--- src/logic/asc_defs.vh ---
/*
 Timing and pin constants for the asynchronous static memory controller.
 Assumes a 10 MHz system clock; included by the controller module.
*/
`ifndef ASC_DEFS_VH
`define ASC_DEFS_VH

`define ASC_CLK_PERIOD_NS 100
`define ASC_ADDR_W 19
`define ASC_DATA_W 8
// Access and write timing in ns
`define ASC_READ_CYCLE_NS 70
`define ASC_ADDR_ACCESS_NS 70
`define ASC_OE_ACCESS_NS 35
`define ASC_ADDR_SETUP_NS 60
`define ASC_DATA_SETUP_NS 30
`define ASC_WE_HIGHZ_NS 25
`define ASC_OE_HIGHZ_NS 25
// Least times round up to whole cycles, never below one
`define ASC_CYC(ns) ((((ns) + `ASC_CLK_PERIOD_NS - 1) / `ASC_CLK_PERIOD_NS) < 1 ? 1 : \
	(((ns) + `ASC_CLK_PERIOD_NS - 1) / `ASC_CLK_PERIOD_NS))
`define ASC_CNT_W 4
`define ASC_CNT_ZERO 4'h0
`define ASC_CNT_ONE 4'h1

`endif

--- src/logic/asc_ctrl.v ---
/*
 Host-side controller for an asynchronous 512K x 8 static memory.
 Assumes the memory's data pins are joined to DQ_O/DQ_OE_O/DQ_I by the
 surrounding wiring, and that all inputs except RESET_N_I are synchronous to CLK_I.
*/
// Summary of operation
// - Write when chip select and strobe low
// - Read with select, gate low, strobe high
// - First rising select or strobe ends write
// - Data timed to terminating rising edge
// - Address stable 60 ns before write end
// - Data valid 30 ns before write end
// - Strobe write with gate low lengthens cycle
// - Never drive bus while device drives it
// - Wait one read cycle after retention
`timescale 1ns/1ns
`default_nettype none
`include "asc_defs.vh"

module asc_ctrl #(
	parameter ADDR_W = `ASC_ADDR_W,
	parameter DATA_W = `ASC_DATA_W
) (
	input wire CLK_I,
	input wire RESET_N_I,
	input wire REQ_I,
	input wire WRITE_I,
	input wire [ADDR_W-1:0] ADDR_I,
	input wire [DATA_W-1:0] WDATA_I,
	input wire RETENTION_EXIT_I,
	input wire [DATA_W-1:0] DQ_I,
	output reg READY_O,
	output reg DONE_O,
	output reg [DATA_W-1:0] RDATA_O,
	output reg [ADDR_W-1:0] MEM_ADDR_O,
	output reg MEM_CS_N_O,
	output reg MEM_WE_N_O,
	output reg MEM_OE_N_O,
	output reg [DATA_W-1:0] DQ_O,
	output reg DQ_OE_O
);

	localparam integer RD_CYC_I = `ASC_CYC(`ASC_ADDR_ACCESS_NS);
	localparam integer WR_CYC_I = `ASC_CYC(`ASC_ADDR_SETUP_NS);
	localparam integer REC_CYC_I = `ASC_CYC(`ASC_READ_CYCLE_NS);
	localparam integer TA_CYC_I = `ASC_CYC(`ASC_OE_HIGHZ_NS);
	localparam [`ASC_CNT_W-1:0] RD_CYC = RD_CYC_I[`ASC_CNT_W-1:0];
	localparam [`ASC_CNT_W-1:0] WR_CYC = WR_CYC_I[`ASC_CNT_W-1:0];
	localparam [`ASC_CNT_W-1:0] REC_CYC = REC_CYC_I[`ASC_CNT_W-1:0];
	localparam [`ASC_CNT_W-1:0] TA_CYC = TA_CYC_I[`ASC_CNT_W-1:0];

	localparam [2:0] S_IDLE = 3'h0;
	localparam [2:0] S_READ = 3'h1;
	localparam [2:0] S_WRITE = 3'h2;
	localparam [2:0] S_WEND = 3'h3;
	localparam [2:0] S_TURN = 3'h4;
	localparam [2:0] S_RECOV = 3'h5;

	reg rst_meta_reg;
	reg rst_sync_reg;
	wire rst_n = rst_sync_reg;

	always @(posedge CLK_I or negedge RESET_N_I) begin
		if (!RESET_N_I) begin
			rst_meta_reg <= 1'b0;
			rst_sync_reg <= 1'b0;
		end else begin
			rst_meta_reg <= 1'b1;
			rst_sync_reg <= rst_meta_reg;
		end
	end

	reg [2:0] state_reg;
	reg [2:0] state_next;
	reg [`ASC_CNT_W-1:0] cnt_reg;
	reg [`ASC_CNT_W-1:0] cnt_next;
	wire cnt_done = (cnt_reg == `ASC_CNT_ONE);

	always @* begin
		state_next = state_reg;
		cnt_next = cnt_reg;
		if (cnt_reg != `ASC_CNT_ZERO)
			cnt_next = cnt_reg - `ASC_CNT_ONE;
		case (state_reg)
			S_IDLE: begin
				if (RETENTION_EXIT_I) begin
					state_next = S_RECOV;
					cnt_next = REC_CYC;
				end else if (REQ_I && WRITE_I) begin
					state_next = S_WRITE;
					cnt_next = WR_CYC;
				end else if (REQ_I) begin
					state_next = S_READ;
					cnt_next = RD_CYC;
				end
			end
			S_READ: begin
				if (cnt_done) begin
					state_next = S_TURN;
					cnt_next = TA_CYC;
				end
			end
			S_WRITE: begin
				if (cnt_done)
					state_next = S_WEND;
			end
			S_WEND: begin
				state_next = S_IDLE;
			end
			S_TURN: begin
				if (cnt_done)
					state_next = S_IDLE;
			end
			S_RECOV: begin
				if (cnt_done)
					state_next = S_IDLE;
			end
			default: begin
				state_next = S_IDLE;
			end
		endcase
	end

	// Pure decode of the state pair, shared by several output groups
	function launch;
		input [2:0] cur;
		input [2:0] nxt;
		input [2:0] target;
		begin
			launch = (cur == S_IDLE) && (nxt == target);
		end
	endfunction

	wire rd_launch = launch(state_reg, state_next, S_READ);
	wire wr_launch = launch(state_reg, state_next, S_WRITE);
	wire rd_end = (state_reg == S_READ) && (state_next == S_TURN);
	wire wr_end = (state_reg == S_WEND);

	always @(posedge CLK_I or negedge rst_n) begin
		if (!rst_n) begin
			state_reg <= S_IDLE;
			cnt_reg <= `ASC_CNT_ZERO;
		end else begin
			state_reg <= state_next;
			cnt_reg <= cnt_next;
		end
	end

	// Retention exit wins over a request seen in the same cycle
	always @(posedge CLK_I or negedge rst_n) begin
		if (!rst_n) begin
			READY_O <= 1'b0;
			DONE_O <= 1'b0;
		end else begin
			READY_O <= (state_next == S_IDLE) && !RETENTION_EXIT_I;
			DONE_O <= rd_end || wr_end;
		end
	end

	// Sampled a full cycle after the strobes fell, past the access time
	always @(posedge CLK_I or negedge rst_n) begin
		if (!rst_n) begin
			RDATA_O <= {DATA_W{1'b0}};
		end else if (rd_end) begin
			RDATA_O <= DQ_I;
		end
	end

	// Held through the trailing select cycle so address hold is met
	always @(posedge CLK_I or negedge rst_n) begin
		if (!rst_n) begin
			MEM_ADDR_O <= {ADDR_W{1'b0}};
			DQ_O <= {DATA_W{1'b0}};
		end else begin
			if (rd_launch || wr_launch) begin
				MEM_ADDR_O <= ADDR_I;
			end
			if (wr_launch) begin
				DQ_O <= WDATA_I;
			end
		end
	end

	always @(posedge CLK_I or negedge rst_n) begin
		if (!rst_n) begin
			MEM_CS_N_O <= 1'b1;
			MEM_WE_N_O <= 1'b1;
			MEM_OE_N_O <= 1'b1;
			DQ_OE_O <= 1'b0;
		end else if (rd_launch) begin
			MEM_CS_N_O <= 1'b0;
			MEM_OE_N_O <= 1'b0;
			MEM_WE_N_O <= 1'b1;
			DQ_OE_O <= 1'b0;
		end else if (wr_launch) begin
			// Strobes and data move together; setup counts from here
			DQ_OE_O <= 1'b1;
			MEM_OE_N_O <= 1'b1;
			MEM_CS_N_O <= 1'b0;
			MEM_WE_N_O <= 1'b0;
		end else if (state_next == S_WEND) begin
			// Strobe rises first; select and data held one more cycle
			MEM_WE_N_O <= 1'b1;
		end else if (rd_end) begin
			MEM_OE_N_O <= 1'b1;
			MEM_CS_N_O <= 1'b1;
		end else if (wr_end) begin
			MEM_CS_N_O <= 1'b1;
			DQ_OE_O <= 1'b0;
		end
	end

endmodule // asc_ctrl
`default_nettype wire

--- config.mk ---
export PLATFORM = sky130hd
export DESIGN_NAME = asc_ctrl
export DESIGN_NICKNAME = d
export VERILOG_FILES = /design/src/logic/asc_ctrl.v
export VERILOG_INCLUDE_DIRS = /design/src /design/src/logic
export SDC_FILE = /design/constraint.sdc
export NUM_CORES = 1
export LEC_CHECK = 0
export ABC_AREA = 1
export BUFFER_PORTS_ARGS = -buffer_cell sky130_fd_sc_hd__buf_2
export CAP_MARGIN = 20
export CORE_ASPECT_RATIO = 1.1
export CORE_MARGIN = 10
export CORE_UTILIZATION = 49
export CTS_CLUSTER_SIZE = 30
export DETAILED_ROUTE_END_ITERATION = 6
export HOLD_SLACK_MARGIN = 0.02
export PLACE_DENSITY = 0.79
export SETUP_SLACK_MARGIN = 0.4
export SKIP_CTS_REPAIR_TIMING = 1
export SYNTH_ARGS = -nofsm -noshare
export SYNTH_HDL_FRONTEND = slang
export SYNTH_SLANG_ARGS = --single-unit
--- constraint.sdc ---
create_clock -name CLK_I -period 1.6 [get_ports CLK_I]
set_input_delay 0.08 -clock CLK_I [delete_from_list [all_inputs] [get_ports CLK_I]]
set_output_delay 0.08 -clock CLK_I [all_outputs]
set_load 0.1 [all_outputs]
# After elaboration in Yosys (flattened, before gate mapping)
# Index checks and enable logic that the tools add are counted.
[totals] regBits=50 latch_bits=0 mem_bits_rw=0 mem_bits_ro=0 elab_cells=75 mem_count=0
[op_classes] addsub=1 mul=0 div_mod_pow=0 n_lt_le_gt_ge=0 eq_ne=12 n_shift=0 n_mux=30 bitwise=0 reduce_logical=19
[ops] op="$mux W4" n=5
[ops] op="$mux W3" n=6
[ops] op="$mux W1" n=17
[ops] op="$eq A3 B2 Y1 const B" n=4
[ops] op="$pmux W3 S4" n=1
[ops] op="$eq A3 B3 Y1 const B" n=3
[ops] op="$reduce_bool A3 Y1" n=3
[ops] op="$pmux W4 S2" n=1
[ops] op="$reduce_bool A4 Y1" n=2
[ops] op="$eq A3 B1 Y1 const B" n=2
[ops] op="$logic_not A3 Y1" n=2
[ops] op="$ne A3 B3 Y1 const B" n=2
[ops] op="$logic_and A1 B1 Y1" n=5
[ops] op="$eq A4 B1 Y1 const B" n=1
[ops] op="$reduce_and A2 Y1" n=2
[ops] op="$sub A4 B1 Y4 const B" n=1
[ops] op="$reduce_and A3 Y1" n=1
[ops] op="$logic_or A1 B1 Y1" n=2
[ops] op="$reduce_or A2 Y1" n=1
[ops] op="$logic_not A1 Y1" n=1

# Longest topological paths before layout
[logic_depth] word_depth=10 mapped_depth=12

# Least setup slack after synthesis
# No wires, ideal clock.
[synth_timing] path_type="reg-to-reg" start="reg cnt_reg[1]" end="reg MEM_ADDR_O[10]" setup_time_ps=121 arrival_ps=1324 setup_slack_ps=155 path_stages_with_launch=13 n_path_buf=1 synth_period_minus_slack_ps=1445 path_cell_list="dfrtp_1 -> inv_1 -> ha_1 -> inv_1 -> nor2_1 -> nand2_1 -> nand2_1 -> nand2_4 -> nand3_4 -> nand2_4 -> buf_12 -> nand2_2 -> nand2_1"
[synth_via] elab_chain_len=6
[synth_rtl] element="start: declaration" line="asc_ctrl.v:75" source="reg [`ASC_CNT_W-1:0] cnt_reg;"
[synth_rtl] element="start signal: assignment" line="asc_ctrl.v:142" source="cnt_reg <= `ASC_CNT_ZERO;"
[synth_rtl] element="start signal: assignment" line="asc_ctrl.v:145" source="cnt_reg <= cnt_next;"
[synth_rtl] element="$eq A4 B1 Y1 (no source line) *"
[synth_rtl] element="$mux W3, on equally long branches"
[synth_rtl] element="$pmux W3 S4 *" line="asc_ctrl.v:84" source="case (state_reg)"
[synth_rtl] element="named net state_next[0]" line="asc_ctrl.v:74" source="reg [2:0] state_next;"
[synth_rtl] element="$eq A3 B1 Y1 or $eq A3 B2 Y1 (tied branches)" line="asc_ctrl.v:130" source="launch = (cur == S_IDLE) && (nxt == target);"
[synth_rtl] element="$logic_and A1 B1 Y1" line="asc_ctrl.v:130"
[synth_rtl] element="$logic_or A1 B1 Y1 *" line="asc_ctrl.v:175" source="if (rd_launch || wr_launch) begin"
[synth_rtl] element="end signal: assignment" line="asc_ctrl.v:172" source="MEM_ADDR_O <= {ADDR_W{1'b0}};"
[synth_rtl] element="end: declaration" line="asc_ctrl.v:35" source="output reg [ADDR_W-1:0] MEM_ADDR_O,"
# The timed path passes the listed nets; every way through them passes the cells marked *.
# A chain may end at the register's enable or synchronous reset.

# Worst setup path after layout
[layout_timing] start="reg cnt_reg[1]" end="reg MEM_ADDR_O[16]"
# The elaborated chain is that of the path after synthesis.

==> summary.md <==
| Metric | Value |
|---|---|
| Outcome | `completed` |
| Root buffer cell | `clkbuf_8` |
| Initial Utilization | `approximately half` |
| Mux cell area share after synthesis | `0%` |
| Worst hold start | `RETENTION_EXIT_I` |
| Detailed router's first-iteration violation count | `~180` |
| Post-Synth Simple-Gate Area | `32.53%` |
| Met3 routed WL | `649 µm` |
| Setup Skew | `0.01212 ns` |
| Synth cell types | `31` |
| F_max | `approximately 630 MHz` |
| Max-cap violation count | `0` |
| GRT Util Overall | `about 14%` |
| Total CTS buffers | `5` |
| Post-route minimum period | `about 1.6 ns` |
| DR vias | `between 2000 and 2500` |
| Max reg flops | `19` |
| Worst setup EP type | `flop` |
| Post-DP HPWL | `approximately 4 mm` |
| # rows | `25` |
| Met2 WL post-DR | `just under 4 mm` |
| DRT Wirelength | `approximately 7.5 mm` |
| Die ar. | `about 7600 µm²` |
| CTS clk-pin slew, worst paths | `0.09 ns` |
| Clock Path Buffers | `2` |
| Final hold viol count | `0` |
| TritonRoute pass-1 iters | `4` |
| Final ANT Viol Nets | `0` |
| Place WS | `between 0.04 and 0.05 ns` |
| Layout cell share with drive strength beyond 1 | `a little under half` |
| Drt drc | `0` |
| Max Slew Vio Count | `0` |
| Clk_lat worst skew | `roughly 0.31 ns` |
| WHS | `0.06474 ns` |
| Number of synthesis warnings | `0` |
| Critical path class | `flop to flop` |
| Antenna violations before repair | `2` |
| Layout area overhead | `60.48%` |
| Cell Area, Placed | `~2700 µm²` |
| XOR/XNOR Fraction of Synth Area | `less than 1%` |
| Largest net degree at the start of global routing | `49` |
| Final WS setup | `0.01145 ns` |
| Port Buffers | `80` |
| Largest Register | `MEM_ADDR_O` |
| Synth Area in Compound Gates | `between 2 and 2.5%` |
| Post-route cell area | `3562 µm²` |
| H-Tree Depth | `2` |
| Post-Syn Area | `2220 µm²` |
| Critical-path maximum fanout | `10` |
| Die height | `roughly 91 µm` |
| M1 WL | `between 2 and 3 mm` |
| Clk sinks | `50` |
| Leading registers by flop count | `MEM_ADDR_O (19), DQ_O (8), RDATA_O (8)` |
| Required time worst endpoint | `approximately 1.8 ns` |
| First-pass GRT wire length | `between 9 and 10 mm` |
| IO Pins | `81` |
| Adder-Cell Fraction of Synth Area | `1.127%` |
| DR top layer | `met4` |
| Largest family of logic cells by synthesized area | `simple AND/OR/NAND/NOR gates` |
| Core area | `around 4300 µm²` |
| Final setup viols | `0` |
| Syn_area_per_cell | `around 9.4 µm²` |
| WL/cell | `17.49 µm` |
| Gr ovfl total | `0` |
| Startpoint types | `flop` |
| Mapped Cells | `about 240` |
| CTS tree | `yes` |
| Post-route clock period utilization | `99.28%` |
| Critical path arrival | `about 1.8 ns` |
| Nets@finish | `415` |
| Vias per std cell | `approximately 5.0` |
| Unrepaired setup endpoints after global routing | `true` |
| FF+latch count, synth | `50` |
| Die width | `~84 µm` |
| Seq/Total Area, Yosys | `approximately 57%` |
| Vias in the first global route | `about 2000` |
| Worst R2R Start | `cnt_reg[1]$_DFF_PN0_` |
| Synth Net Count | `about 280` |
| Worst setup path start | `cnt_reg[1]$_DFF_PN0_` |
| Hold Crit Class | `input port to flop` |
| Final GP Congestion | `between 0.7 and 0.8` |
| Final Util | `approximately 82%` |
==> cells in the mapped netlist <==
cell type / n / area, µm²
nand2_1: 79 / 296.5
nor3_1: 2 / 10.01
nand3_4: 2 / 35.03
a31oi_1: 1 / 6.260
nand3_2: 1 / 10.01
buf_6: 2 / 22.52
a211oi_1: 2 / 15.01
nor2_2: 1 / 6.260
clkbuf_1: 1 / 3.750
nand3_1: 29 / 145.1
xor2_1: 1 / 8.760
a21oi_1: 3 / 15.01
buf_2: 1 / 5.000
nor2_4: 1 / 11.26
conb_1: 1 / 3.750
ha_1: 2 / 25.02
nor2_1: 6 / 22.52
nand4_1: 2 / 12.51
o21ai_2: 1 / 8.760
buf_12: 2 / 40.04
inv_4: 1 / 6.260
o31ai_1: 1 / 7.510
nand2_4: 2 / 22.52
nand2_2: 20 / 125.1
inv_1: 12 / 45.04
dfstp_2: 3 / 78.83
dfrtp_1: 47 / 1176
inv_2: 2 / 7.510
buf_4: 3 / 22.52
or2_2: 3 / 18.77
or2_1: 1 / 6.260
==> cells in the final DEF, fill, tap and decap left out, types with 2 or more instances in the layout <==
master | Yosys | routed
a211oi_1 | 2 | 2
a21oi_1 | 3 | 2
buf_12 | 2 | 3
buf_2 | 1 | 44
buf_4 | 3 | 13
buf_6 | 2 | 5
buf_8 | 0 | 2
clkbuf_4 | 0 | 33
clkbuf_8 | 0 | 5
dfrtp_1 | 47 | 42
dfrtp_2 | 0 | 5
dfstp_2 | 3 | 3
diode_2 | 0 | 2
dlygate4sd3_1 | 0 | 36
inv_1 | 12 | 8
inv_2 | 2 | 4
inv_4 | 1 | 2
inv_8 | 0 | 2
nand2_1 | 79 | 70
nand2_2 | 20 | 29
nand2_4 | 2 | 2
nand3_1 | 29 | 25
nand3_2 | 1 | 4
nand3_4 | 2 | 4
nand4_1 | 2 | 2
nor2_1 | 6 | 3
nor2_2 | 1 | 3
nor2_4 | 1 | 2
nor3_1 | 2 | 2
or2_2 | 3 | 2
==> kinds of logic (layout without fill, tap and decap cells) <==
family / count (synthesis) / count (layout)
buf+inv: 24 / 161
xor+xnor: 1 / 1
compound gates: 8 / 8
fa+ha+maj: 2 / 2
other cells: 1 / 3
simple gates: 149 / 151
flops: 50 / 50
==> through the flow <==
step                      cells  TNS (ns)
after floorplan             235         0
after global placement      367         0
after detailed placement    367         0
after CTS                   375         0
after global routing        430   -0.8720
final                       430         0
==> per-layer routing <==
layer	vias to the layer above	track usage (%)
met1	997	15.99
met2	106	22.53
met5	-	0
li1	1022	-
met3	29	7.762
met4	0	6.006
==> final cells by class <==
| class | instances | area, µm² |
|---|---|---|
| Antenna cell | 2 | 5.005 |
| Clock buffer | 5 | 68.82 |
| Clock inverter | 3 | 43.79 |
| Fill cell | 250 | 785.8 |
| Inverter | 15 | 68.82 |
| Multi-Input combinational cell | 163 | 938.4 |
| Sequential cell | 50 | 1261 |
| Tap cell | 54 | 67.56 |
| Timing Repair Buffer | 137 | 1097 |
| Timing Repair inverter | 1 | 11.26 |
==> final timing paths <==
check | cells after the start | endpoint | slack [ns]
setup / recovery | 11 | MEM_ADDR_O[16]$_DFFE_PN0P_ | 0.01
hold / removal | 3 | state_reg[2]$_DFF_PN0_ | 0.06
setup reg to reg | 11 | MEM_ADDR_O[16]$_DFFE_PN0P_ | 0.01
hold reg to reg | 1 | state_reg[1]$_DFF_PN0_ | 0.24
max in group asynchronous | 1 | MEM_WE_N_O$_DFFE_PN1P_ | 1.08
min in group asynchronous | 2 | rst_n$_DFF_PN0_ | 0.08
==> critical path, stage by stage, from the launching register on <==
cell and delay [ns]:
dfrtp_1 0.40, inv_2 0.09, ha_4 0.16, inv_2 0.05, nor2_4 0.09, nand2_2 0.07
nand2_2 0.10, nand2_4 0.07, nand3_4 0.15, nand2_4 0.16, nand2_2 0.09, nand2_1 0.06
Power is not shown: default switching activity piles up to over one toggle a cycle in this logic, so the estimate is an artifact.
